--- src/rtl/flb_regs.svh ---
// Offsets, the reserved byte value and timing counts for the fault-log block readout
`ifndef FLB_REGS_SVH
`define FLB_REGS_SVH
// -----------------------------------------------------------------------------
// Block layout (byte indices)
// -----------------------------------------------------------------------------
`define FLB_IDX_PTR        8'h00
`define FLB_IDX_TICK       8'h01
`define FLB_IDX_TICK_TOP   8'h06
`define FLB_IDX_CH0        8'h07
`define FLB_IDX_INPUT      8'h13
`define FLB_IDX_CH1        8'h1F
`define FLB_IDX_CH2        8'h2B
`define FLB_IDX_CH3        8'h37
`define FLB_IDX_STATUS     8'h43
`define FLB_IDX_CYCLIC     8'h4F
`define FLB_IDX_RESERVED   8'hEE
`define FLB_IDX_LAST       8'hFE
`define FLB_PREAMBLE_BITS  632
`define FLB_REC_LAST_POS   6'h39
`define FLB_RESERVED_BYTE  8'h00
// -----------------------------------------------------------------------------
// Timing
// -----------------------------------------------------------------------------
`define FLB_CLK_MHZ        25
`define FLB_TICK_US        200
`define FLB_TICK_CYCLES    (`FLB_TICK_US * `FLB_CLK_MHZ)
`endif

--- src/rtl/flb_pkg.sv ---
// Types shared by the fault-log block readout
package flb_pkg;
  // Readout sequencer states
  typedef enum logic {
    FLB_IDLE,
    FLB_SEND
  } flb_state_type;
endpackage : flb_pkg

--- src/rtl/flb_readout.sv ---
// Fault-log block snapshot, byte sequencer and output FIFO
// Notes on behaviour
// - Byte 0 is the captured record pointer
// - Bytes 1-6 carry 41-bit tick stamp, LSB first
// - Tick counter advances once per 200 us
// - Bytes 7-18 hold channel 0 extremes
// - Bytes 19-30 hold input extremes
// - Channels 1-3 extremes at 31, 43, 55
// - Bytes 67-78 hold three status bytes per channel
// - Preamble is 79 bytes; cyclic data follows
// - Cyclic bytes walk down from captured pointer
// - Bytes 238-254 are reserved, read zero
// - Byte 0 goes out first in the read
// - Read-only block of exactly 255 bytes
// - Record has 58 positions, read decrementing
// - Lock clears only on completed block read
`include "flb_regs.svh"

// -----------------------------------------------------------------------------
// Output FIFO with registered head
// -----------------------------------------------------------------------------
module flb_fifo #(
  parameter int W     = 9,
  parameter int DEPTH = 8,
  parameter int AW    = 3
) (
  input  wire logic         clk_i,
  input  wire logic         rst_n_i,
  input  wire logic         in_valid_i,
  output logic              in_ready_o,
  input  wire logic [W-1:0] in_data_i,
  output logic              out_valid_o,
  input  wire logic         out_ready_i,
  output logic [W-1:0]      out_data_o
);
  logic [W-1:0] mem [DEPTH];
  logic [AW-1:0] wr_r, wr_nxt, rd_r, rd_nxt;
  logic [AW:0]   cnt_r, cnt_nxt;
  logic          ov_r, ov_nxt;
  logic [W-1:0]  od_r, od_nxt;
  logic          push, pop;

  // Head register keeps the top outputs straight from flops
  always_comb begin
    push    = in_valid_i && (cnt_r < (AW+1)'(DEPTH));
    pop     = (cnt_r != '0) && (!ov_r || out_ready_i);
    wr_nxt  = push ? ((wr_r == AW'(DEPTH-1)) ? '0 : wr_r + 1'b1) : wr_r;
    rd_nxt  = pop ? ((rd_r == AW'(DEPTH-1)) ? '0 : rd_r + 1'b1) : rd_r;
    cnt_nxt = cnt_r + (AW+1)'(push) - (AW+1)'(pop);
    ov_nxt  = pop ? 1'b1 : (out_ready_i ? 1'b0 : ov_r);
    od_nxt  = pop ? mem[rd_r] : od_r;
  end

  always_ff @(posedge clk_i or negedge rst_n_i) begin
    if (!rst_n_i) begin
      wr_r  <= '0;
      rd_r  <= '0;
      cnt_r <= '0;
      ov_r  <= 1'b0;
      od_r  <= '0;
    end else begin
      wr_r  <= wr_nxt;
      rd_r  <= rd_nxt;
      cnt_r <= cnt_nxt;
      ov_r  <= ov_nxt;
      od_r  <= od_nxt;
    end
  end

  // Storage needs no reset; only words counted as held are ever read
  always_ff @(posedge clk_i) begin
    if (push) begin
      mem[wr_r] <= in_data_i;
    end
  end

  assign in_ready_o  = cnt_r < (AW+1)'(DEPTH);
  assign out_valid_o = ov_r;
  assign out_data_o  = od_r;
endmodule : flb_fifo

// -----------------------------------------------------------------------------
// Top: snapshot capture, tick counter, lock flag, byte sequencer
// -----------------------------------------------------------------------------
module flb_readout #(
  parameter int TICK_CYCLES = `FLB_TICK_CYCLES,
  parameter int FIFO_DEPTH  = 8
) (
  input  wire logic         clk_sys_i,
  input  wire logic         rstn_i,
  input  wire logic         rec_wr_i,
  input  wire logic [5:0]   rec_pos_i,
  input  wire logic [7:0]   rec_data_i,
  input  wire logic         fault_i,
  input  wire logic [7:0]   fault_ptr_i,
  input  wire logic [383:0] chan_ext_i,
  input  wire logic [95:0]  input_ext_i,
  input  wire logic [95:0]  chan_status_i,
  input  wire logic         restore_done_i,
  input  wire logic         read_start_i,
  output logic [7:0]        byte_o,
  output logic              byte_valid_o,
  output logic              byte_last_o,
  input  wire logic         byte_ready_i,
  output logic              busy_o,
  output logic              read_done_o,
  output logic              ram_lock_o
);
  logic rst_s1_r, rst_n;
  logic [7:0]  rec_mem [58];
  logic [`FLB_PREAMBLE_BITS-1:0] pre_r, pre_nxt;
  logic [40:0] tick_r, tick_nxt;
  logic [12:0] div_r, div_nxt;
  logic        tick_en;
  logic        lock_r, lock_nxt, done_r, done_nxt;
  flb_pkg::flb_state_type st_r, st_nxt;
  logic [7:0]  idx_r, idx_nxt;
  logic [5:0]  pos_r, pos_nxt;
  logic [7:0]  sel_byte;
  logic        fifo_rdy, push, out_v, out_last;
  logic [7:0]  out_d;

  // Reset release through two flops
  always_ff @(posedge clk_sys_i or negedge rstn_i) begin
    if (!rstn_i) begin
      rst_s1_r <= 1'b0;
      rst_n    <= 1'b0;
    end else begin
      rst_s1_r <= 1'b1;
      rst_n    <= rst_s1_r;
    end
  end

  // Cyclic record; frozen while locked so a restored log survives
  always_ff @(posedge clk_sys_i) begin
    if (rec_wr_i && !lock_r && rec_pos_i <= `FLB_REC_LAST_POS) begin
      rec_mem[rec_pos_i] <= rec_data_i;
    end
  end

  // Tick divider and shared tick counter
  always_comb begin
    tick_en  = (div_r == 13'(TICK_CYCLES - 1));
    div_nxt  = tick_en ? '0 : div_r + 1'b1;
    tick_nxt = tick_en ? tick_r + 41'h1 : tick_r;
  end

  // Snapshot layout, byte 0 in the low bits
  always_comb begin
    pre_nxt = pre_r;
    if (fault_i && !lock_r) begin
      pre_nxt = {chan_status_i,
                 chan_ext_i[383:96],
                 input_ext_i,
                 chan_ext_i[95:0],
                 7'h00, tick_r,
                 fault_ptr_i};
    end
  end

  // Lock: set by a restore, cleared by a finished read; set wins
  always_comb begin
    done_nxt = out_v && byte_ready_i && out_last;
    if (restore_done_i) begin
      lock_nxt = 1'b1;
    end else if (done_r) begin
      lock_nxt = 1'b0;
    end else begin
      lock_nxt = lock_r;
    end
  end

  // Byte selection for the current index
  always_comb begin
    if (idx_r < `FLB_IDX_CYCLIC) begin
      sel_byte = pre_r[idx_r*8 +: 8];
    end else if (idx_r < `FLB_IDX_RESERVED) begin
      sel_byte = rec_mem[pos_r];
    end else begin
      sel_byte = `FLB_RESERVED_BYTE;
    end
  end

  // Sequencer: one byte per free FIFO slot, 255 bytes in all
  always_comb begin
    st_nxt  = st_r;
    idx_nxt = idx_r;
    pos_nxt = pos_r;
    push    = 1'b0;
    case (st_r)
      flb_pkg::FLB_IDLE: begin
        if (read_start_i) begin
          st_nxt  = flb_pkg::FLB_SEND;
          idx_nxt = `FLB_IDX_PTR;
          pos_nxt = pre_r[5:0];
        end
      end
      flb_pkg::FLB_SEND: begin
        push = fifo_rdy;
        if (fifo_rdy) begin
          idx_nxt = idx_r + 8'h01;
          if (idx_r >= `FLB_IDX_CYCLIC) begin
            pos_nxt = (pos_r == 6'h00) ? `FLB_REC_LAST_POS
                                       : pos_r - 6'h01;
          end
          if (idx_r == `FLB_IDX_LAST) begin
            st_nxt = flb_pkg::FLB_IDLE;
          end
        end
      end
      default: st_nxt = flb_pkg::FLB_IDLE;
    endcase
  end

  always_ff @(posedge clk_sys_i or negedge rst_n) begin
    if (!rst_n) begin
      div_r  <= '0;
      tick_r <= '0;
      pre_r  <= '0;
      lock_r <= 1'b0;
      done_r <= 1'b0;
      st_r   <= flb_pkg::FLB_IDLE;
      idx_r  <= '0;
      pos_r  <= '0;
    end else begin
      div_r  <= div_nxt;
      tick_r <= tick_nxt;
      pre_r  <= pre_nxt;
      lock_r <= lock_nxt;
      done_r <= done_nxt;
      st_r   <= st_nxt;
      idx_r  <= idx_nxt;
      pos_r  <= pos_nxt;
    end
  end

  // Host may stall; FIFO back-pressure holds the sequencer
  flb_fifo #(.W(9), .DEPTH(FIFO_DEPTH), .AW($clog2(FIFO_DEPTH))) u_fifo (
    .clk_i       (clk_sys_i),
    .rst_n_i     (rst_n),
    .in_valid_i  (push),
    .in_ready_o  (fifo_rdy),
    .in_data_i   ({idx_r == `FLB_IDX_LAST, sel_byte}),
    .out_valid_o (out_v),
    .out_ready_i (byte_ready_i),
    .out_data_o  ({out_last, out_d})
  );

  assign byte_o       = out_d;
  assign byte_valid_o = out_v;
  assign byte_last_o  = out_last;
  assign busy_o       = (st_r == flb_pkg::FLB_SEND);
  assign read_done_o  = done_r;
  assign ram_lock_o   = lock_r;
endmodule : flb_readout

--- config.mk ---
export PLATFORM = sky130hd
export DESIGN_NAME = flb_readout
export DESIGN_NICKNAME = d
export VERILOG_FILES = /design/src/rtl/flb_pkg.sv /design/src/rtl/flb_readout.sv
export VERILOG_INCLUDE_DIRS = /design/src /design/src/rtl
export SDC_FILE = /design/constraint.sdc
export NUM_CORES = 2
export LEC_CHECK = 0
export ABC_AREA = 1
export CORE_UTILIZATION = 50
export DETAILED_ROUTE_END_ITERATION = 6
export DONT_BUFFER_PORTS = 1
export SYNTH_ARGS = -nofsm -noshare
export SYNTH_HDL_FRONTEND = slang
export SYNTH_SLANG_ARGS = --single-unit
--- constraint.sdc ---
create_clock -name clk_sys_i -period 58.1 [get_ports clk_sys_i]
set_input_delay 17.43 -clock clk_sys_i [delete_from_list [all_inputs] [get_ports clk_sys_i]]
set_output_delay 17.43 -clock clk_sys_i [all_outputs]
set_load 0.01 [all_outputs]
==> out/metrics.csv <==
stage,metric,value,unit
clock_tree,cts_tree,built,
critical_path,cp_data_arrival_time,21210,ps
global_routing,grt_use_met2,0.4718,
timing,finClkSkew,23.89,ps
synth,synth_edf_count,536,
pwr,leakage,0.02612,uW
synth,yosysTopAreaCell,dfrtp_1,
timing,tightest_slew,1121,ps
pwr,power.density,51.47,nW/um2
timing,layout_setup_ws,37520,ps
finish,syn_to_final_growth,9.255,%
global_routing,grt_pass1_wl,246.6,mm
pwr,ir_worst_vdd,0.03953,mV
synth,async_flop_share,0.5726,
clock_tree,clock_latency,760,ps
die,die-area,114300,um2
routing,wl,169.0,mm
timing,slew_violations,0,
critical_path,start_kind,input pin,
clock_tree,cts_made_buffers,137,
routing,first_iter_violations,3745,
die,initial_utilization,0.5075,
finish,drive_above_1_share,0.1126,
critical_path,path_common_cell,buf_4,
critical_path,crit_family,buffers and inverters,
critical_path,crit_fanout,96,
global_routing,grt_max_degree,212,
flow_run,drv_cap,0,
global_routing,grt_overflow,0,
synth,avgSynthCellArea,9.840,um2
critical_path,required,58730,ps
clock_tree,path_clk_slew,60,ps
critical_path,slowest_stage,buf_4,
synth,synthesis.area,56470,um2
die,fp.dieH,338.1,um
routing,ant_nets,0,
routing,viasPerCell,5.581,
synth,yosys-top-cells-area,"dfrtp_1, edfxtp_1, nand2_1",
clock_tree,cts_buffer_depth,3,
timing,fmax,0.04860,GHz
routing,wl_per_cell,23.40,um
routing,drc,0,
timing,finalCriticalPeriod,20580,ps
finish,nFillCells,9781,
synth,yosysWarnings,0,
global_routing,grtUsageTotal,0.2900,
placed_design,place_worst_setup_slack,36820,ps
timing,relSlewSlack,0.2526,
synth,synth_top_area_frac,0.3182,
finish,layout.nets,6214,
timing,hold_viol_final,0,
clock_tree,root_buffer,clkbuf_16,
global_routing,grt_use_met3,0.05743,
synth,synth_nets,6360,
clock_tree,cts_hold_buf,0,
die,rows,122,
critical_path,worstSetupEndpointType,flop,
critical_path,worstSetupPathType,input pin to flop,
min_path,min_path_type,flop to flop,
timing,setup_viol,0,
run_status,status,"finished, final reports clean",
clock_tree,cts_max_level,4,
critical_path,slowest_delay,930,ps
routing,vias,40320,
die,io_pins,618,
synth,synth_cells,5739,
clock_tree,post_cts_resized,0,
clock_tree,postCtsSetupRepairBufs,0,
global_routing,antenna_found_initial,38,
synth,synth-seq-area-share,0.6032,
critical_path,crit_buf_inv,3,
die,die_w,338.1,um
routing,firstDrtPassIters,5,
timing,grt_setup_unrepaired,false,
timing,min_period_over_period,0.3542,
placed_design,hpwl,111.0,mm
timing,setup_tns,0,ps
synth,yosys_register_bits,1254,
synth,synth_cell_type_count,47,
placed_design,numPortBuffers,0,
global_routing,busiest_layer,met2,
clock_tree,numClockSinks,1254,
placed_design,gp_congestion,0.8844,
die,design.core.area,111300,um2
critical_path,path_cells,nand2_4 -> buf_4 -> buf_4 -> buf_4 -> mux2_2,
synth,synth_flop_cell,dfrtp_1,
global_routing,met1_usage,0.3899,
global_routing,grt_pass1_vias,38540,
==> final timing paths <==
path / startpoint / end / slack, ps / depth (start not counted)
worst max-delay path: fault_i / pre_r[370] / 37520 / 5
worst min-delay path: rst_s1_r / rst_n / 360 / 0
worst max register to register: rst_n / pre_r[203] / 52620 / 6
worst min register to register: rst_s1_r / rst_n / 360 / 0
max in group asynchronous: rstn_i / rst_n / 41640 / 0
min in group asynchronous: rst_n / pre_r[588] / 400 / 0
==> cell type report <==
type	instances	area [um2]	share of cell area
sequential	1254	34080	0.5525
multi-input combinational	3728	19220	0.3115
clock buffer	209	4150	0.06727
tap	1488	1862	0.03018
inverter	430	1632	0.02645
timing repair buffer	42	377.9	0.006125
clock inverter	40	289.0	0.004685
antenna	33	82.58	0.001338
==> sequential cells by signal, indices dropped and copies added, names as in the netlist <==
name and cells:
idx_r 8, rec_mem 464, read_done_o 1, pos_r 6, u_fifo.rd_r 3, u_fifo.out_data_o 9
pre_r 625, u_fifo.mem 72, busy_o 1, rst_n 1, tick_r 41, u_fifo.cnt_r 4
u_fifo.wr_r 3, u_fifo.out_valid_o 1, div_r 13, rst_s1_r 1, ram_lock_o 1
==> stage by stage <==
| stage | instance area (um2) | total power [uW] | util | hold WS (ps) | instances |
|---|---|---|---|---|---|
| 6_report | 61700 | 3175 | 0.5544 | 355.9 | 7224 |
| 5_1_grt | 61680 | 3349 | 0.5543 | 372.2 | 7219 |
| 4_1_cts | 61610 | 3185 | 0.5537 | 364.5 | 7191 |
| 3_5_place_dp | 57170 | 2325 | 0.5138 | 350.3 | 6942 |
| 3_3_place_gp | 57170 | 2300 | 0.5138 | 332.7 | 6942 |
| 2_1_floorplan | 56470 | 1993 | - | 331.2 | 5739 |
==> worst reg2reg max path, stage by stage (launching register included) <==
cell	delay, ps
dfrtp_4	930
buf_4	700
buf_4	760
buf_4	620
buf_4	800
buf_4	710
buf_4	930
==> cell families after synthesis <==
group	share of synthesized area
buffers and inverters	0.05694
multiplexers	0.07259
AO/OA/AOI/OAI	0.08262
XOR/XNOR	0.006980
adder cells (fa/ha/maj)	0.003678
flip-flops	0.6032
AND/OR/NAND/NOR	0.1739
other	0.00006641
==> layer usage <==
layer  up-vias  share of wire
li1      18830              -
met4        14          0.028
met3       258          0.074
met5         -        0.00053
met1     19900           0.42
met2      1308           0.48
==> synthesized netlist by cell type (4+ instances only) <==
library cell and count:
nor2_1 772, o21ai_0 396, buf_1 20, buf_2 141, mux2_2 364, o21ai_1 22
nor4_1 9, nand3b_1 9, o211ai_1 66, ha_1 15, inv_2 7, o221ai_1 17
clkinv_1 9, clkbuf_1 128, dfrtp_1 718, edfxtp_1 536, nand3_1 293, xor2_1 40
o22ai_1 62, xnor2_1 5, nor2_2 4, a21oi_1 251, buf_6 12, nand4_1 26
nor3_1 22, o2111ai_1 13, nand2_1 1306, buf_4 25, a22oi_1 15, inv_1 413
==> power breakdown <==
part	switching [uW]	internal, uW	total, uW
sequential	127	1170	1300
combinational	676	341	1020
clock	359	502	861
total	1160	2010	3180
==> layout by cell type (no fill, tap or decap), types with 5 or more instances in the layout <==
cell type,count
nand2_1,1305
nor2_1,770
dfrtp_1,711
edfxtp_1,536
inv_1,412
o21ai_0,396
mux2_2,364
nand3_1,293
a21oi_1,251
clkbuf_16,146
o211ai_1,66
o22ai_1,62
xor2_1,40
clkbuf_1,37
buf_4,37
diode_2,33
nand4_1,26
clkbuf_8,26
nor3_1,22
o21ai_1,22
clkinv_1,20
clkinv_2,19
o221ai_1,17
a22oi_1,15
ha_1,15
o2111ai_1,13
nor4_1,9
nand3b_1,9
inv_6,6
xnor2_1,5
inv_2,5
dfrtp_4,5
buf_12,5
(Power assumes the default switching activity.)
